[config.mk]
export PLATFORM = sky130hd
export DESIGN_NAME = adcs_top
export DESIGN_NICKNAME = d
export VERILOG_FILES = /design/src/rtl/adcs_pkg.sv /design/src/rtl/adcs_sync.sv /design/src/rtl/adcs_tad_gen.sv /design/src/rtl/adcs_top.sv
export VERILOG_INCLUDE_DIRS = /design/src /design/src/rtl
export SDC_FILE = /design/constraint.sdc
export NUM_CORES = 1
export LEC_CHECK = 0
export BUFFER_PORTS_ARGS = -buffer_cell sky130_fd_sc_hd__buf_2
export CAP_MARGIN = 10
export CELL_PAD_IN_SITES_DETAIL_PLACEMENT = 1
export CELL_PAD_IN_SITES_GLOBAL_PLACEMENT = 1
export CORE_ASPECT_RATIO = 2
export CORE_MARGIN = 4
export CORE_UTILIZATION = 48
export CTS_BUF_LIST = sky130_fd_sc_hd__clkbuf_16
export DETAILED_ROUTE_END_ITERATION = 6
export HOLD_SLACK_MARGIN = 0.06
export PLACE_DENSITY_LB_ADDON = 0.1
export SLEW_MARGIN = 25
export SYNTH_ARGS = -nofsm -noshare
export SYNTH_HDL_FRONTEND = slang
export SYNTH_HIERARCHICAL = 1
export SYNTH_SLANG_ARGS = --single-unit
[constraint.sdc]
create_clock -name CLK_SYS_I -period 3 [get_ports CLK_SYS_I]
set_input_delay 0.3 -clock CLK_SYS_I [delete_from_list [all_inputs] [get_ports CLK_SYS_I]]
set_output_delay 0.3 -clock CLK_SYS_I [all_outputs]
set_load 0.02 [all_outputs]
[src/rtl/adcs_map.svh]
// Offsets, field positions, reset values and timing counts of the
// converter sequencer. Included by adcs_top and the bench only.
//
// Notes on behaviour
// Nonzero acquisition select samples 2..20 conversion clocks after go.
// Acquisition select 000: go ends sampling at once and converts.
// Acquisition select resets to 000, manual acquisition.
// Software waits the acquisition interval itself in manual mode.
// Completion clears go, sets done flag, resumes sampling.
// No status shows acquisition end or conversion start.
// A 10-bit conversion lasts exactly 11 conversion clock periods; after a manual start the first period is partial.
// Clock select gives 2,4,8,16,32,64 oscillator periods or RC clock.
// Manual mode start is delayed one instruction cycle for sleep.
// Conversion in sleep needs the RC conversion clock.
// Software clears idle-on-sleep enable before a sleep conversion.
// Device clock source should stay unchanged during a conversion.
// Below 1 MHz device clock, software should pick the RC clock.
// RC clock above 1 MHz needs sleep for the whole conversion.
// Sequencing ignores channel and pin direction bits.
// Port reads return zero on pins set as analog inputs.
// Clearing go aborts; result keeps last completed or written value.
// After completion or abort, wait 2 conversion clocks, then acquire.
// Software must not set go in the write that powers on.
// Capacitor array is discharged before every sampling phase.
// Acquisition select 010 gives 4 conversion clocks before conversion.
// Justify bit set: right justified result; clear: left justified.
// Reset restores registers, powers off, aborts any conversion.
// Reset leaves the result register pair untouched.
// Software waits 2 conversion clocks before the next acquisition.
// Divided clocks from free-running counter; RC is synced clock enable.
`ifndef ADCS_MAP_SVH
`define ADCS_MAP_SVH

// ----------------------------------------
// Register offsets
// ----------------------------------------
`define ADCS_OFF_CTRL 4'h0
`define ADCS_OFF_TIMING 4'h1
`define ADCS_OFF_RES_HI 4'h2
`define ADCS_OFF_RES_LO 4'h3
`define ADCS_OFF_STATUS 4'h4
`define ADCS_OFF_ANA_CFG 4'h5
`define ADCS_OFF_PORT 4'h6

// ----------------------------------------
// Field positions and reset values
// ----------------------------------------
`define ADCS_CTRL_ON 0
`define ADCS_CTRL_GO 1
`define ADCS_CTRL_CH_LSB 2
`define ADCS_STAT_DONE 0
`define ADCS_RST_TIMING 8'h00
`define ADCS_RST_ANA_CFG 8'hff

// ----------------------------------------
// Timing
// ----------------------------------------
`define ADCS_CLK_NS 8
`define ADCS_TCY_NS 32
`define ADCS_DELAY_CYC (`ADCS_TCY_NS / `ADCS_CLK_NS)
`define ADCS_CONV_TAD 11
`define ADCS_WAIT_TAD 2

`endif

[src/rtl/adcs_pkg.sv]
// Types shared by the converter sequencer modules.
// Assumes the offsets and counts come from adcs_map.svh.
package adcs_pkg;

  typedef enum logic [2:0] {
    ST_OFF    = 3'b000,
    ST_SAMPLE = 3'b001,
    ST_ACQ    = 3'b010,
    ST_DELAY  = 3'b011,
    ST_CONV   = 3'b100,
    ST_WAIT   = 3'b101
  } adcs_state_t;

  typedef struct packed {
    logic       discharge;
    logic       sample;
    logic       convert;
    logic [9:0] dac_code;
  } adcs_afe_t;

  typedef struct packed {
    logic       justify;
    logic       rsvd;
    logic [2:0] acq_sel;
    logic [2:0] clk_sel;
  } adcs_timing_t;

endpackage

[src/rtl/adcs_sync.sv]
// Two-flop synchroniser for levels coming from outside the clock.
// Assumes the inputs are quasi-static levels, not pulses.
`timescale 1ns/1ns
module adcs_sync #(
  parameter int W = 1
) (
  input wire logic clk_i,
  input wire logic srst_i,
  input wire logic [W-1:0] d_i,
  output logic [W-1:0] q_o
);
  logic [W-1:0] meta_r;

  always_ff @(posedge clk_i) begin
    if (srst_i) begin
      meta_r <= '0;
      q_o <= '0;
    end else begin
      meta_r <= d_i;
      q_o <= meta_r;
    end
  end
endmodule // adcs_sync

[src/rtl/adcs_tad_gen.sv]
// Conversion clock tick generator: one-cycle tick per conversion clock.
// Assumes the RC oscillator is much slower than the system clock.
`timescale 1ns/1ns
module adcs_tad_gen (
  input wire logic clk_i,
  input wire logic srst_i,
  input wire logic [2:0] clk_sel_i,
  input wire logic rc_clk_i,
  output logic tad_tick_o
);
  logic [5:0] div_r;
  logic rc_s;
  logic rc_d_r;
  logic [2:0] expo;
  logic [5:0] mask;

  adcs_sync #(.W(1)) u_rc_sync (
    .clk_i(clk_i),
    .srst_i(srst_i),
    .d_i(rc_clk_i),
    .q_o(rc_s)
  );

  // select map: 000,100,001,101,010,110 give 2..64 periods
  assign expo = {clk_sel_i[1:0], clk_sel_i[2]};
  assign mask = 6'((7'd2 << expo) - 7'd1);

  // free-running divider
  always_ff @(posedge clk_i) begin
    if (srst_i) begin
      div_r <= 6'h00;
    end else begin
      div_r <= div_r + 6'h01;
    end
  end

  // RC edge becomes a clock enable
  always_ff @(posedge clk_i) begin
    if (srst_i) begin
      rc_d_r <= 1'b0;
      tad_tick_o <= 1'b0;
    end else begin
      rc_d_r <= rc_s;
      if (clk_sel_i[1:0] == 2'b11) begin
        tad_tick_o <= rc_s & ~rc_d_r;
      end else begin
        tad_tick_o <= ((div_r & mask) == mask);
      end
    end
  end
endmodule // adcs_tad_gen

[src/rtl/adcs_top.sv]
// Acquisition and conversion sequencer of a 10-bit SAR converter.
// Assumes a plain register port and an analog front end that answers
// each trial code on COMP_I within one conversion clock period.
//
// Added by the designer: the plain strobed port and the register addresses.
`timescale 1ns/1ns
`include "adcs_map.svh"
module adcs_top
  import adcs_pkg::*;
(
  input wire logic CLK_SYS_I,
  input wire logic SRST_I,
  input wire logic [3:0] ADDR_I,
  input wire logic [7:0] WDATA_I,
  input wire logic WR_I,
  input wire logic RD_I,
  output logic [7:0] RDATA_O,
  input wire logic COMP_I,
  input wire logic RC_CLK_I,
  input wire logic [7:0] PORT_PINS_I,
  output adcs_afe_t AFE_O,
  output logic [3:0] CHANNEL_SEL_O,
  output logic DONE_FLAG_O
);
  // ----------------------------------------
  // Declarations
  // ----------------------------------------
  adcs_state_t state_r;
  adcs_state_t state_nxt;
  adcs_timing_t timing_r;
  logic power_on_r;
  logic go_r;
  logic [7:0] ana_cfg_r;
  logic [7:0] res_hi_r;
  logic [7:0] res_lo_r;
  logic [4:0] tad_cnt_r;
  logic [1:0] dly_cnt_r;
  logic [9:0] dac_r;
  logic [9:0] sar_upd;
  logic tad_tick;
  logic comp_s;
  logic [7:0] pins_s;
  logic done;
  logic wr_ctrl;
  logic [4:0] acq_len;

  function automatic logic [4:0] acq_tad_f(input logic [2:0] sel);
    case (sel)
      3'h1: acq_tad_f = 5'h02;
      3'h2: acq_tad_f = 5'h04;
      3'h3: acq_tad_f = 5'h06;
      3'h4: acq_tad_f = 5'h08;
      3'h5: acq_tad_f = 5'h0c;
      3'h6: acq_tad_f = 5'h10;
      3'h7: acq_tad_f = 5'h14;
      default: acq_tad_f = 5'h00;
    endcase
  endfunction

  // ----------------------------------------
  // Clock ticks and input synchronisers
  // ----------------------------------------
  adcs_tad_gen u_tad (
    .clk_i(CLK_SYS_I),
    .srst_i(SRST_I),
    .clk_sel_i(timing_r.clk_sel),
    .rc_clk_i(RC_CLK_I),
    .tad_tick_o(tad_tick)
  );

  // Comparator shares these two flops; each conversion clock period
  // must outlast that latency, so the fastest divide is unusable
  adcs_sync #(.W(9)) u_in_sync (
    .clk_i(CLK_SYS_I),
    .srst_i(SRST_I),
    .d_i({COMP_I, PORT_PINS_I}),
    .q_o({comp_s, pins_s})
  );

  // ----------------------------------------
  // Sequencer
  // ----------------------------------------
  // programmed acquisition length, R21 for 010
  assign acq_len = acq_tad_f(timing_r.acq_sel);
  // conversion ends on the eleventh tick
  assign done = (state_r == ST_CONV) && go_r && tad_tick &&
                (tad_cnt_r == 5'(`ADCS_CONV_TAD - 1));
  assign wr_ctrl = WR_I && (ADDR_I == `ADCS_OFF_CTRL);

  // channel and pin bits never enter this decision
  always_comb begin
    state_nxt = state_r;
    case (state_r)
      ST_OFF: begin
        // first sample after power on is preceded by discharge
        if (power_on_r) begin
          state_nxt = ST_WAIT;
        end
      end
      ST_SAMPLE: begin
        if (go_r) begin
          // manual start, R9 through one instruction cycle
          state_nxt = (acq_len == 5'h00) ? ST_DELAY : ST_ACQ;
        end
      end
      ST_ACQ: begin
        // clearing go aborts
        if (!go_r) begin
          state_nxt = ST_WAIT;
        end else if (tad_tick && (tad_cnt_r == acq_len - 5'h01)) begin
          state_nxt = ST_CONV;
        end
      end
      ST_DELAY: begin
        if (!go_r) begin
          state_nxt = ST_WAIT;
        end else if (dly_cnt_r == 2'(`ADCS_DELAY_CYC - 1)) begin
          state_nxt = ST_CONV;
        end
      end
      ST_CONV: begin
        // abort, R18 completion, both into the wait
        if (!go_r || done) begin
          state_nxt = ST_WAIT;
        end
      end
      ST_WAIT: begin
        // two ticks then sampling resumes by itself
        if (tad_tick && (tad_cnt_r == 5'(`ADCS_WAIT_TAD - 1))) begin
          state_nxt = ST_SAMPLE;
        end
      end
      default: state_nxt = ST_OFF;
    endcase
    // power off stops everything
    if (!power_on_r) begin
      state_nxt = ST_OFF;
    end
  end

  always_ff @(posedge CLK_SYS_I) begin
    if (SRST_I) begin
      state_r <= ST_OFF;
    end else begin
      state_r <= state_nxt;
    end
  end

  always_ff @(posedge CLK_SYS_I) begin
    if (SRST_I || (state_nxt != state_r)) begin
      tad_cnt_r <= 5'h00;
      dly_cnt_r <= 2'h0;
    end else begin
      if (tad_tick) begin
        tad_cnt_r <= tad_cnt_r + 5'h01;
      end
      if (state_r == ST_DELAY) begin
        dly_cnt_r <= dly_cnt_r + 2'h1;
      end
    end
  end

  // ----------------------------------------
  // Successive approximation
  // ----------------------------------------
  // First tick is overhead; each later tick settles one bit
  always_comb begin
    sar_upd = dac_r;
    for (int k = 1; k <= 10; k++) begin
      if (tad_cnt_r == 5'(k)) begin
        sar_upd[10-k] = comp_s;
        if (k < 10) begin
          sar_upd[9-k] = 1'b1;
        end
      end
    end
    if (tad_cnt_r == 5'h00) begin
      sar_upd = 10'h200;
    end
  end

  always_ff @(posedge CLK_SYS_I) begin
    if (SRST_I || (state_r != ST_CONV)) begin
      dac_r <= 10'h000;
    end else if (tad_tick) begin
      dac_r <= sar_upd;
    end
  end

  // ----------------------------------------
  // Control registers
  // ----------------------------------------
  // reset values
  always_ff @(posedge CLK_SYS_I) begin
    if (SRST_I) begin
      power_on_r <= 1'b0;
      CHANNEL_SEL_O <= 4'h0;
      timing_r <= `ADCS_RST_TIMING;
      ana_cfg_r <= `ADCS_RST_ANA_CFG;
    end else if (WR_I) begin
      if (ADDR_I == `ADCS_OFF_CTRL) begin
        power_on_r <= WDATA_I[`ADCS_CTRL_ON];
        CHANNEL_SEL_O <= WDATA_I[`ADCS_CTRL_CH_LSB +: 4];
      end
      if (ADDR_I == `ADCS_OFF_TIMING) begin
        timing_r <= {WDATA_I[7], 1'b0, WDATA_I[5:0]};
      end
      if (ADDR_I == `ADCS_OFF_ANA_CFG) begin
        ana_cfg_r <= WDATA_I;
      end
    end
  end

  // completion clears go; R19 go ignored while powered off
  always_ff @(posedge CLK_SYS_I) begin
    if (SRST_I || done || !power_on_r) begin
      go_r <= 1'b0;
    end else if (wr_ctrl) begin
      go_r <= WDATA_I[`ADCS_CTRL_GO] &&
              ((state_r == ST_SAMPLE) || go_r);
    end
  end

  // done flag, hardware set wins over a clearing write
  always_ff @(posedge CLK_SYS_I) begin
    if (SRST_I) begin
      DONE_FLAG_O <= 1'b0;
    end else if (done) begin
      DONE_FLAG_O <= 1'b1;
    end else if (WR_I && (ADDR_I == `ADCS_OFF_STATUS)) begin
      DONE_FLAG_O <= WDATA_I[`ADCS_STAT_DONE];
    end
  end

  // no reset on the result pair; R17 only a completion or a register write loads it
  // Load beats a same-cycle write so a finished result is never lost
  always_ff @(posedge CLK_SYS_I) begin
    if (done) begin
      // justification picked at completion
      if (timing_r.justify) begin
        res_hi_r <= {6'h00, sar_upd[9:8]};
        res_lo_r <= sar_upd[7:0];
      end else begin
        res_hi_r <= sar_upd[9:2];
        res_lo_r <= {sar_upd[1:0], 6'h00};
      end
    end else if (WR_I) begin
      if (ADDR_I == `ADCS_OFF_RES_HI) begin
        res_hi_r <= WDATA_I;
      end
      if (ADDR_I == `ADCS_OFF_RES_LO) begin
        res_lo_r <= WDATA_I;
      end
    end
  end

  // ----------------------------------------
  // Read port
  // ----------------------------------------
  // only go and the done flag reveal progress
  always_ff @(posedge CLK_SYS_I) begin
    if (SRST_I || !RD_I) begin
      RDATA_O <= 8'h00;
    end else begin
      case (ADDR_I)
        `ADCS_OFF_CTRL: RDATA_O <= {2'h0, CHANNEL_SEL_O, go_r, power_on_r};
        `ADCS_OFF_TIMING: RDATA_O <= timing_r;
        `ADCS_OFF_RES_HI: RDATA_O <= res_hi_r;
        `ADCS_OFF_RES_LO: RDATA_O <= res_lo_r;
        `ADCS_OFF_STATUS: RDATA_O <= {7'h00, DONE_FLAG_O};
        `ADCS_OFF_ANA_CFG: RDATA_O <= ana_cfg_r;
        // analog pins read as zero
        `ADCS_OFF_PORT: RDATA_O <= pins_s & ~ana_cfg_r;
        default: RDATA_O <= 8'h00;
      endcase
    end
  end

  // ----------------------------------------
  // Analog front end controls
  // ----------------------------------------
  // discharge during the wait before every sample
  always_ff @(posedge CLK_SYS_I) begin
    if (SRST_I) begin
      AFE_O <= '0;
    end else begin
      AFE_O.discharge <= (state_r == ST_WAIT);
      AFE_O.sample <= (state_r == ST_SAMPLE) || (state_r == ST_ACQ);
      AFE_O.convert <= (state_r == ST_CONV);
      AFE_O.dac_code <= dac_r;
    end
  end

  logic [4:0] chk_ticks_r;
  always_ff @(posedge CLK_SYS_I) begin
    if (SRST_I || (state_nxt != state_r)) begin
      chk_ticks_r <= 5'h00;
    end else if (tad_tick && (chk_ticks_r != 5'h1f)) begin
      chk_ticks_r <= chk_ticks_r + 5'h01;
    end
  end
endmodule // adcs_top

---- Word level (Yosys, flattened, before mapping) ----
Index checks and enable logic that the tools add are counted.
W data, S select, Z words.
storage, ports and cells
  register bits ........................... 107
  input port bits ......................... 26
  output and inout port bits .............. 26
  word-level logic and storage cells ...... 137
cells by class
  add/sub/neg operators ................... 5
  equal/unequal tests ..................... 34
  shifts and indexed selects .............. 1
  muxes and demuxes ....................... 34
  bitwise gates (word level) .............. 5
  reduce and logical (&&, ||, !) cells .... 32
operator list
  kind                   count
  $mux W8                8
  $pmux W8 S7            1
  $pmux W5 S7            1
  $mux W3                8
  $eq A5 B3 Y1 const B   4
  $eq A3 B3 Y1 const B   6
  $mux W2                9
  $pmux W3 S6            1
  $eq A5 B4 Y1 const B   3
  $eq A3 B2 Y1 const B   4
  $eq A4 B3 Y1 const B   3
  $eq A5 B2 Y1 const B   2
  $logic_not A5 Y1       2
  $mux W10               1
  $reduce_and A2 Y1      5
  $and A8 B8 Y8          1
  $eq A4 B2 Y1 const B   2
  $logic_and A1 B1 Y1    8
  $logic_or A1 B1 Y1     8
  $not A8 Y8             1
  $reduce_bool A2 Y1     4
  $add A6 B1 Y6 const B  1
  $and A6 B6 Y6          1
  $eq A3 B1 Y1 const B   2
  18 further kinds       25

---- Logic depth before layout (Yosys ltp) ----
Gate-level depths: netlist (run 1).
  depth after elaboration ................. 14
  gate-level depth with buffers ........... 9
  gate-level depth less buffers ........... 8

---- Hierarchy ----
Netlist (run 1), hierarchy kept.
by module, submodules not included
  module                        instances  cells an instance  area each (um2)  sequential area each (um2)
  adcs_top                      1          445                3,925.0          1,741.7
  adcs_sync at u_in_sync        1          37                 489.2            360.3
  adcs_tad_gen                  1          35                 322.8            160.2
  adcs_sync at u_tad.u_rc_sync  1          4                  52.6             40.0

---- Least setup slack after synthesis (run 1) ----
Ideal clock, no wire load.
  kind .................................... flip-flop to flip-flop
  start ................................... register timing_r[5] (netlist name)
  end ..................................... register dly_cnt_r[0]
  setup time .............................. 0.131 ns
  arrival time ............................ 1.829 ns
  required time ........................... 2.869 ns
  setup slack ............................. 1.040 ns
  cell stages (with the launch flop) ...... 10
  path buffers ............................ 1
  period minus slack after synthesis ...... 1.960 ns
  cells stage by stage .................... dfxtp_1 buf_2 mux2i_1 ha_1 xor2_1 nand3_1 a211oi_1 nand2_1 o21ai_1 nor3_1
between the ends
  longest elaborated chain between the ends .. 11
  elaborated cells on any way between the ends .. 20
  classes of those cells .................. 1 x add/sub; 9 x eq/ne; 7 x mux; 3 x reduce/logical
RTL lines
  item                                  line             text
  start: declaration                    adcs_top.sv:30   adcs_timing_t timing_r;
  start signal: assignment              adcs_top.sv:198  timing_r <= `ADCS_RST_TIMING;
  start signal: assignment              adcs_top.sv:206  timing_r <= {WDATA_I[7], 1'b0, WDATA_I[5:0]};
  $eq A3 B3 Y1 (tied with other cells)  adcs_top.sv:48   case (sel)
  $pmux W5 S7 *                         adcs_top.sv:48
  $sub A5 B1 Y5                         adcs_top.sv:110  end else if (tad_tick && (tad_cnt_r == acq_len - 5'h01)) begin
  $eq A5 B5 Y1                          adcs_top.sv:110
  $logic_and A1 B1 Y1                   adcs_top.sv:110
  $mux W3                               adcs_top.sv:110
  $mux W3                               adcs_top.sv:108  if (!go_r) begin
  $pmux W3 S6 *                         adcs_top.sv:93   case (state_r)
  $mux W3 *                             adcs_top.sv:136  if (!power_on_r) begin
  $ne A3 B3 Y1 *                        -
  $logic_or A1 B1 Y1 *                  -
  end signal: assignment                adcs_top.sv:158  dly_cnt_r <= dly_cnt_r + 2'h1;
  end: declaration                      adcs_top.sv:37   logic [1:0] dly_cnt_r;
Mark *: on every way between the ends. The rest lies on a longest branch, timed or not.
A chain may end at the register's enable or synchronous reset.

---- Final worst setup path (run 1) ----
  start ................................... register state_r[2]
  end ..................................... register res_lo_r[1] (data pin)
between the ends
  longest elaborated chain between the ends .. 5
RTL lines
  item                               line             text
  start: declaration                 adcs_top.sv:28   adcs_state_t state_r;
  start signal: assignment           adcs_top.sv:145  state_r <= state_nxt;
  $eq A3 B3 Y1                       adcs_top.sv:86   assign done = (state_r == ST_CONV) && go_r && tad_tick &&
  $logic_and A1 B1 Y1 (3 in series)  adcs_top.sv:86
  $mux W8                            adcs_top.sv:238  if (done) begin
  end signal: assignment             adcs_top.sv:242  res_lo_r <= sar_upd[7:0];
  end signal: assignment             adcs_top.sv:245  res_lo_r <= {sar_upd[1:0], 6'h00};
  end: declaration                   adcs_top.sv:35   logic [7:0] res_lo_r;
No other way between the ends.

==> results of run 1 <==
==> final cells by class <==
type | instances | area share (%)
Clock buffer | 9 | 4.14
Clock inverter | 7 | 1.15
Inverter | 21 | 1.45
Multi-Input combinational cell | 366 | 42.1
Sequential cell | 107 | 42.3
Tap cell | 132 | 3.04
Timing Repair Buffer | 59 | 5.80
==> sequential cells by signal (all words and copies together), names as in the netlist <==
register	cells
tad_cnt_r	5
res_hi_r	8
u_tad/rc_d_r	1
dac_r	10
u_in_sync/q_o	9
u_tad/u_rc_sync/q_o	1
RDATA_O	8
res_lo_r	8
dly_cnt_r	2
timing_r	7
AFE_O	13
u_in_sync/meta_r	9
u_tad/u_rc_sync/meta_r	1
ana_cfg_r	8
state_r	3
CHANNEL_SEL_O	4
power_on_r	1
go_r	1
DONE_FLAG_O	1
u_tad/div_r	6
u_tad/tad_tick_o	1
==> path summary, 6_finish.rpt <==
check | from | endpoint | slack [ns] | cells past startpoint
worst max register to register | state_r[2] | res_lo_r[1] | 0.62 | 7
worst min register to register | u_in_sync/meta_r[2] | u_in_sync/q_o[2] | 0.45 | 1
worst max-delay path | state_r[2] | res_lo_r[1] | 0.62 | 7
worst min-delay path | PORT_PINS_I[3] | u_in_sync/meta_r[3] | 0.15 | 2
==> Yosys cell counts, types with 2 or more instances <==
| master | n | area share, % |
|---|---|---|
| xnor2_1 | 5 | 0.91 |
| o21ai_1 | 12 | 1.3 |
| o21a_1 | 2 | 0.31 |
| mux2i_1 | 9 | 1.9 |
| a22oi_1 | 12 | 1.9 |
| xor2_1 | 8 | 1.5 |
| o21ai_0 | 16 | 1.7 |
| inv_1 | 21 | 1.6 |
| or2_2 | 2 | 0.26 |
| and2_1 | 2 | 0.26 |
| and3_1 | 3 | 0.39 |
| a222oi_1 | 2 | 0.42 |
| ha_1 | 8 | 2.1 |
| or3_1 | 7 | 0.91 |
| nor3_1 | 14 | 1.5 |
| nor3b_1 | 2 | 0.31 |
| o21bai_1 | 4 | 0.63 |
| a31oi_1 | 9 | 1.2 |
| buf_4 | 3 | 0.47 |
| or3b_1 | 2 | 0.37 |
| a31o_2 | 2 | 0.37 |
| clkbuf_1 | 13 | 1.0 |
| and2b_1 | 7 | 1.1 |
| a22o_1 | 2 | 0.37 |
| a211oi_1 | 10 | 1.6 |
| nand2b_1 | 11 | 1.4 |
| nor2_1 | 35 | 2.7 |
| nor2b_1 | 27 | 3.5 |
| a21oi_1 | 28 | 2.9 |
| edfxtp_1 | 16 | 10 |
| nand2_1 | 52 | 4.1 |
| buf_2 | 10 | 1.0 |
| dfxtp_1 | 91 | 38 |
| nand3_1 | 23 | 2.4 |
| a21o_1 | 2 | 0.31 |
| o2111ai_1 | 3 | 0.55 |
| nand4_1 | 3 | 0.39 |
| o211ai_1 | 11 | 1.7 |
| a32oi_1 | 10 | 1.8 |
==> report_power, final <==
part | internal (mW) | switching [mW] | leakage, nW
registers | 1.48 | 0.0188 | 0.884
logic | 0.0646 | 0.109 | 1.07
clock network | 0.578 | 0.568 | 0.139
total | 2.12 | 0.695 | 2.09
==> routing by layer <==
metal | wire [um] | up-vias
li1 | - | 1957
met1 | 4860 | 1989
met2 | 7780 | 119
met3 | 493 | 40
met4 | 514 | 0
met5 | 0 | -
==> logic make-up after synthesis <==
group / synth area share [%]
AO/OA/AOI/OAI: 19.4
XOR/XNOR: 2.38
flip-flops: 48.1
buffers and inverters: 4.26
multiplexers: 2.12
adder cells (fa/ha/maj): 2.09
AND/OR/NAND/NOR: 21.7
==> metrics by stage <==
stage | utilization, % | hold slack (ns) | area [um^2] | setup slack, ns
finish | 55.7 | 0.152 | 5440 | 0.624
global route | 55.7 | 0.156 | 5440 | 0.425
CTS | 55.7 | 0.150 | 5440 | 0.631
detailed placement | 52.8 | 0.426 | 5150 | 0.662
global placement | 52.8 | 0.419 | 5150 | 0.748
floorplan | - | 0.367 | 4790 | 1.04
==> run metrics, run 1 <==
status completed; Post-synth EDFFs 16; Worst slew margin 51.2%; crit-path max FO 20; pwr/cell area 518 nW/um^2; DR vias/cell 5.86; initial antenna violation count 0; Slowest-stage cell, CP dfxtp_1; Fin. Hold Viols 0; largest net degree at the start of global routing 41; Netlist Area Pre-Place 4790 um^2; DRT iter0 DRCs 309; Pins Over Slew Limit 0; met1 usage 25.1%; Avg Inst Size Synth 9.19 um^2; Antenna Violating Nets Remaining 0; Distinct cells, synth 61; GRT Util Overall 24.9%; Initial Util 49.1%; met3 Track Usage GR 3.63%; syn nets 555; asr flop ratio synth 0%; Buf+Inv Stages, Crit Path 1; post-DP HPWL 10,300 um; Post-CTS Hold Buffers 0; nets@finish 598; Top Usage Layer GRT met2; post-CTS resize count 0; setup violators final 0; CP top delay family simple AND/OR/NAND/NOR gates; Slew @ Worst Pin 0.731 ns; Worst-Skew Late Latency 0.35 ns; DP Cell Count 685; max incr delay on CP 0.59 ns; Site Rows 51; vias in the first global route 4,358; CTS Root Cell clkbuf_16; n_diodes 0; clock sink total 107; Ys Warns 6; Worst VDD drop 0.309 mV; area taken by multi-input logic gates 2290 um^2; Synth Flop Type dfxtp_1; post-synthesis sequential area ratio 48.1%; Max-Cap Viols 0; Vias 4,105; DRC violations left 0; port bufs 51; Lkg Pwr 2.09 nW; startpoint types flop; Cells after Synth 521; CP Capture Type flop; GPL Wtd Cong 0.825; Avg WL per Cell 19.5 um; CTS tree done; crit path DAT 2.60 ns; WS Path Type flop to flop; share of cells above drive strength 1 15.8%; flops & latches, synth 107; RSZ-0062 raised after global routing no; most frequent cells in the layout 91 x dfxtp_1, 52 x nand2_1, 51 x buf_2; Total Power 2.82 mW; Die X-Extent 78.6 um; most common cell after layout, fill and taps aside dfxtp_1; Layout Cells excl Fill 701; final period utilization 79.2%; cts bufs inserted 9; die area 11,700 um^2; gr ovfl total 0; TNS Setup 0 ns; IO Count 52; fin crit period 2.38 ns; fmax 0.421 GHz; Hold Crit Class primary input to flop; fill count 1,175; Core ar. 9760 um^2; Setup Skew 0.00808 ns; drt first pass iters 4; first-pass GRT wire length 22,600 um; Die Y 149 um; CTS H-tree depth 3; Reg area 2300 um^2; largest buffer count on any clock path 2; met2 GRT Util 48.3%; final WL 13,700 um; Setup Fix Bufs, Post-CTS 0; CP cell instances or3b_1 -> nor4b_2 -> nand4_1 -> buf_4 -> or2_1 -> nand2b_1 -> nand2_1; Clock Pin Slew Worst Setup and Hold Paths 0.08 ns; CP Data Required Time 3.23 ns; Layout Area Growth over Synthesis 13.6%
Power figures use the tool's default switching activity.
==> run 2, diff against run 1 <==
--- a/config.mk
+++ b/config.mk
@@ -12,7 +12,7 @@
 export CELL_PAD_IN_SITES_GLOBAL_PLACEMENT = 1
 export CORE_ASPECT_RATIO = 2
 export CORE_MARGIN = 4
-export CORE_UTILIZATION = 48
+export CORE_UTILIZATION = 45
 export CTS_BUF_LIST = sky130_fd_sc_hd__clkbuf_16
 export DETAILED_ROUTE_END_ITERATION = 6
 export HOLD_SLACK_MARGIN = 0.06
==> constraint.sdc (replaced) <==
create_clock -name CLK_SYS_I -period 2.36 [get_ports CLK_SYS_I]
set_input_delay 0.236 -clock CLK_SYS_I [delete_from_list [all_inputs] [get_ports CLK_SYS_I]]
set_output_delay 0.236 -clock CLK_SYS_I [all_outputs]
set_load 0.02 [all_outputs]
==> run metrics, run 2 (synthesis results as in run 1) <==
startpoint types flop; first-pass GRT wire length 23,400 um (+3.7%); RR Startpoint timing_r[5]; WS Path Type flop to flop; DP Cell Count 704 (+2.8%); fill count 1,280 (+8.9%); Slew @ Worst Pin 0.695 ns (-0.0360 ns); pwr/cell area 646 nW/um^2 (+25%); Avg WL per Cell 20.2 um (+3.7%); final WL 14,500 um (+6.5%); GPL Wtd Cong 0.918 (+11%); Setup Skew 0.00865 ns (+0.000578 ns); CP dominant cell by count a211oi_1; nets@finish 612 (+2.3%); Worst-Skew Late Latency 0.35 ns (about the same); IO Count 52 (unchanged); crit-path max FO 9 (-55%); TNS Setup 0 ns (unchanged); DRT iter0 DRCs 184 (-40%); Cell Area, Placed 5260 um^2 (+2.2%); drt first pass iters 5 (+1); Max-Cap Viols 0 (unchanged); Core ar. 10,500 um^2 (+7.3%); Slowest-stage cell, CP dfxtp_2; sequential share of power 53.0% (-0.2 points); worst r2r dst state_r[2]; most common cell after layout, fill and taps aside dfxtp_1; share of cells above drive strength 1 18.4% (+2.5 points); RSZ-0062 raised after global routing no; Hold Path Sink u_in_sync/meta_r[8]; Site Rows 53 (+3.9%); cts bufs inserted 9 (unchanged); Lkg Pwr 2.17 nW (+3.5%); max incr delay on CP 0.41 ns (-0.18 ns); CTS tree done; worst-case reg-to-reg path depth 8 (+1); CP Data Required Time 2.66 ns (-0.57 ns); Layout Area Growth over Synthesis 15.9%; CP cell instances mux2i_1 -> ha_1 -> xor2_1 -> nand3_1 -> a211oi_1 -> nand2_1 -> a211oi_1 -> o21a_1; internal power 2.70 mW (+27%); CP Capture Type flop; fin crit period 2.12 ns (-0.256 ns); Comb power frac 6.5% (+0.3 points); Hold Crit Class primary input to flop; n_diodes 0 (unchanged); sw frac 24.7% (+0.033 points); Fin. Hold Viols 0 (unchanged); Antenna Violating Nets Remaining 0 (unchanged); Largest regs AFE_O (13), dac_r (10); Pins Over Slew Limit 0 (unchanged); Layout Cells excl Fill 720 (+2.7%); clock sink total 107 (unchanged); GRT Util Overall 24.7% (-0.14 points); Buf+Inv Stages, Crit Path 0 (-1); port bufs 51 (unchanged); Die X-Extent 81.0 um (+2.9%); CTS H-tree depth 3 (unchanged); Die Y 154 um (+3.1%); Worst slew margin 53.3% (+2.1 points); setup violators final 0 (unchanged); largest register by flop count AFE_O; fmax 0.472 GHz (+12%); CP top delay family compound AO/OA/AOI/OAI gates; most frequent cells in the layout 90 x dfxtp_1, 52 x nand2_1, 51 x buf_2; final period utilization 89.8% (+11 points); register-to-register setup slack 0.24 ns (-0.38 ns); Hold Path Cell Cnt 2 (unchanged); die area 12,500 um^2 (+6.1%); Clock Pin Slew Worst Setup and Hold Paths 0.08 ns (about the same); largest net degree at the start of global routing 48 (+17%); hold wc startpoint COMP_I; Vias 4,174 (+1.7%); Finished Cell Area 5550 um^2 (+2.1%); clock share of power 40.5% (-0.2 points); Sw Pwr 886 uW (+28%); initial antenna violation count 0 (unchanged); crit path DAT 2.42 ns (-0.18 ns); DR vias/cell 5.80 (-1.0%); status completed; post-DP HPWL 11,000 um (+6.8%); Worst VDD drop 0.380 mV (+23%); DRC violations left 0 (unchanged); vias in the first global route 4,488 (+3.0%); gr ovfl total 0 (unchanged); Largest register FFs 13 (unchanged); largest buffer count on any clock path 2 (unchanged); Initial Util 45.7% (-3.3 points); CTS Root Cell clkbuf_16
## run 2: worst register-to-register path: cells and delay by family, from the launching register on
kind                     cells  cell delay (ns)
XOR/XNOR                     1             0.14
adder cells (fa/ha/maj)      1             0.29
flip-flops                   1             0.41
AND/OR/NAND/NOR              2             0.24
AO/OA/AOI/OAI                3             0.72
multiplexers                 1             0.28
## run 2: metrics by stage
stage / power [mW] / worst slack (ns) / util (%) / hold slack (ns)
after floorplan: 2.07 / 0.400 / - / 0.303
after global placement: 2.17 / 0.215 / 50.2 / 0.421
after detailed placement: 2.17 / 0.0391 / 50.2 / 0.427
after CTS: 3.62 / 0.00893 / 52.9 / 0.0800
after global routing: 3.73 / 0.0399 / 53.0 / 0.0802
final: 3.59 / 0.240 / 53.0 / 0.0872
## run 2: routing by layer
| layer | share of wire, % | vias up | global-route usage (%) |
|---|---|---|---|
| li1 | - | 1974 | - |
| met1 | 35 | 2012 | 25.3 |
| met2 | 53 | 127 | 43.7 |
| met3 | 4.1 | 61 | 3.93 |
| met4 | 7.4 | 0 | 17.6 |
| met5 | 0 | - | 0 |
## run 2: what timing repair did
item / in CTS / in global routing
setup endpoints to repair: 0 / 7
hold buffers: 0 / 0
setup buffers: 0 / 0
resized for setup: 0 / 2
## run 2: how the worst max path moves through the flow
| stage | to | depth (start not counted) | from | slack, ns |
|---|---|---|---|---|
| 2_1_floorplan | dly_cnt_r[0] | 9 | timing_r[5] | 0.40 |
| 3_3_place_gp | tad_cnt_r[1] | 8 | timing_r[5] | 0.22 |
| 3_5_place_dp | tad_cnt_r[2] | 8 | timing_r[5] | 0.04 |
| 4_1_cts | tad_cnt_r[2] | 8 | timing_r[5] | 0.009 |
| 5_1_grt | state_r[2] | 8 | timing_r[5] | 0.04 |
| 6_report | state_r[2] | 8 | timing_r[5] | 0.24 |
## run 2: area by class of cell
class,count,area [um^2],area share [%]
flip-flops and latches,107,2300,41.5
well taps,137,171,3.09
clock inverters,7,60.1,1.08
multi-input cells,366,2290,41.3
clock buffers,9,225,4.06
repair buffers,73,420,7.57
inverters,21,78.8,1.42
## run 2: power groups by stage
| stage | clock [mW] | sequential [mW] | combinational (mW) |
|---|---|---|---|
| floorplan | 0 | 1.94 | 0.134 |
| global placement | 0 | 1.94 | 0.224 |
| detailed placement | 0 | 1.94 | 0.231 |
| CTS | 1.49 | 1.90 | 0.234 |
| global route | 1.57 | 1.90 | 0.258 |
| finish | 1.45 | 1.90 | 0.233 |
==> run 3, diff against run 2 <==
--- a/config.mk
+++ b/config.mk
@@ -11,12 +11,12 @@
 export CELL_PAD_IN_SITES_DETAIL_PLACEMENT = 1
 export CELL_PAD_IN_SITES_GLOBAL_PLACEMENT = 1
 export CORE_ASPECT_RATIO = 2
-export CORE_MARGIN = 4
-export CORE_UTILIZATION = 45
+export CORE_UTILIZATION = 48
 export CTS_BUF_LIST = sky130_fd_sc_hd__clkbuf_16
 export DETAILED_ROUTE_END_ITERATION = 6
 export HOLD_SLACK_MARGIN = 0.06
 export PLACE_DENSITY_LB_ADDON = 0.1
+export REMOVE_ABC_BUFFERS = 1
 export SLEW_MARGIN = 25
 export SYNTH_ARGS = -nofsm -noshare
 export SYNTH_HDL_FRONTEND = slang
==> constraint.sdc (replaced) <==
create_clock -name CLK_SYS_I -period 2.7 [get_ports CLK_SYS_I]
set_input_delay 0.27 -clock CLK_SYS_I [delete_from_list [all_inputs] [get_ports CLK_SYS_I]]
set_output_delay 0.27 -clock CLK_SYS_I [all_outputs]
set_load 0.02 [all_outputs]
==> run metrics, run 3 (synthesis results as in run 1) <==
pwr/cell area 574 nW/um^2 (-11%); Core ar. 9700 um^2 (-7.4%); DRC violations left 0 (unchanged); sequential share of power 52.3% (-0.7 points); n_diodes 0 (unchanged); fill count 1,163 (-9.1%); Worst VDD drop 0.371 mV (-2.5%); WS Path Type flop to flop; Final Hold Slack 0.112 ns (+0.0250 ns); RR Startpoint timing_r[5]; largest buffer count on any clock path 2 (unchanged); Pins Over Slew Limit 0 (unchanged); post-CTS resize count 0 (unchanged); GPL Wtd Cong 0.862 (-6.1%); final period utilization 87.7% (-2.2 points); status completed; post-DP HPWL 10,400 um (-5.5%); CP cell instances mux2i_1 -> ha_1 -> xor2_1 -> nand3_1 -> a211oi_1 -> nand2_1 -> o21ai_1 -> nor3_1; Max-Cap Viols 0 (unchanged); CP Capture Type flop; Comb power frac 6.3% (-0.2 points); Avg WL per Cell 19.4 um (-3.8%); Slew @ Worst Pin 0.734 ns (+0.0389 ns); cts bufs inserted 9 (unchanged); Initial Util 49.4% (+3.7 points); DRT iter0 DRCs 239 (+30%); largest register by flop count AFE_O; Die X-Extent 72.6 um (-10%); crit-path max FO 9 (unchanged); register-to-register setup slack 0.33 ns (+0.09 ns); initial antenna violation count 0 (unchanged); IO Count 52 (unchanged); clock sink total 107 (unchanged); TNS Setup 0 ns (unchanged); Worst-Skew Late Latency 0.36 ns (about the same); Lkg Pwr 2.15 nW (-0.76%); Worst slew margin 51.0% (-2.3 points); vias in the first global route 4,442 (-1.0%); worst-case reg-to-reg path depth 8 (unchanged); setup violators final 0 (unchanged); worst r2r dst tad_cnt_r[4]; RSZ-0062 raised after global routing no; Clock Pin Slew Worst Setup and Hold Paths 0.08 ns (about the same); CP Data Required Time 2.92 ns (+0.26 ns); worst setup path start timing_r[5]; gr ovfl total 0 (unchanged); share of cells above drive strength 1 17.4% (-0.91 points); Hold Crit Class primary input to flop; most common cell after layout, fill and taps aside dfxtp_1; Reg area 2300 um^2 (about the same); most frequent cells in the layout 91 x dfxtp_1, 52 x nand2_1, 51 x buf_2; Largest register FFs 13 (unchanged); Sw Pwr 798 uW (-10%); fin crit period 2.37 ns (+0.247 ns); internal power 2.38 mW (-12%); die area 10,400 um^2 (-16%); first-pass GRT wire length 22,100 um (-5.6%); DR vias/cell 5.83 (+0.61%); startpoint types flop; Setup Fix Bufs, Post-CTS 0 (unchanged); Largest regs AFE_O (13), dac_r (10); DP Cell Count 695 (-1.3%); CTS H-tree depth 3 (unchanged); Layout Area Growth over Synthesis 15.5%; sw frac 25.1% (+0.41 points); clock share of power 41.4% (+0.9 points); CP endpoint tad_cnt_r[4]; Fin. Hold Viols 0 (unchanged); drt first pass iters 5 (unchanged); Setup Skew 0.0118 ns (+0.00313 ns); Antenna Violating Nets Remaining 0 (unchanged); crit path DAT 2.59 ns (+0.17 ns); Layout Cells excl Fill 711 (-1.3%); max incr delay on CP 0.52 ns (+0.11 ns); fmax 0.422 GHz (-10%); Hold Path Cell Cnt 2 (unchanged); Post-CTS Hold Buffers 0 (unchanged); final WL 13,800 um (-5.0%); Vias 4,147 (-0.65%); GRT Util Overall 28.5% (+3.7 points); Slowest-stage cell, CP dfxtp_1; CTS Root Cell clkbuf_16; Die Y 143 um (-6.9%); CTS tree done; area taken by multi-input logic gates 2290 um^2 (-0.16%); Site Rows 51 (-3.8%); port bufs 51 (unchanged); nets@finish 608 (-0.65%); largest net degree at the start of global routing 38 (-21%)
[run 3: cell types whose count changed in the layout (fill, tap and decap cells not counted)]
cell      change
clkinv_4      -2
buf_4         -4
dfxtp_2       -1
inv_8         +1
clkinv_8      +2
dfxtp_1       +1
o21ai_2       -1
inv_4         -1
o21ai_1       +1
[run 3: worst min path at each step]
stage / start / endpoint
global placement: u_in_sync/meta_r[8] / u_in_sync/q_o[8]
finish: PORT_PINS_I[0] / u_in_sync/meta_r[0]
floorplan: SRST_I / AFE_O[3]
global route: PORT_PINS_I[0] / u_in_sync/meta_r[0]
CTS: COMP_I / u_in_sync/meta_r[8]
detailed placement: u_in_sync/meta_r[8] / u_in_sync/q_o[8]
[run 3: metrics by stage]
stage	cell area [um^2]	power [mW]	worst slack, ns	util (%)
after floorplan	4660	1.80	0.312	-
after global placement	5230	1.89	0.509	53.9
after detailed placement	5230	1.90	0.384	53.9
after CTS	5530	3.21	0.365	57.0
after global routing	5530	3.28	0.155	57.0
final	5530	3.18	0.333	57.0
[run 3: power groups by stage]
stage	sequential, mW	combinational, mW	clock [mW]
5_1_grt	1.67	0.221	1.39
6_report	1.66	0.200	1.31
4_1_cts	1.66	0.202	1.35
2_1_floorplan	1.70	0.0981	0
3_5_place_dp	1.70	0.199	0
3_3_place_gp	1.70	0.191	0
[run 3: final cells by class]
type                            instances  area share, %
Multi-Input combinational cell        366           41.4
Clock inverter                          7           1.45
Tap cell                              132           2.99
Timing Repair Buffer                   69           7.06
Clock buffer                            9           4.07
Inverter                               21           1.43
Sequential cell                       107           41.6
[run 3: layer usage]
layer	GRT usage, %	share of wire [%]	up-vias
met5	0	0	-
met4	20.0	6.2	0
met3	4.87	3.2	57
met2	53.1	56	106
met1	27.1	35	2024
li1	-	-	1960
[run 3: critical path, delay by kind of cell, from the launching register on]
kind | cells | cell delay (ns)
compound gates | 2 | 0.66
xor+xnor | 1 | 0.14
fa+ha+maj | 1 | 0.29
flops | 1 | 0.52
mux | 1 | 0.32
simple gates | 3 | 0.32
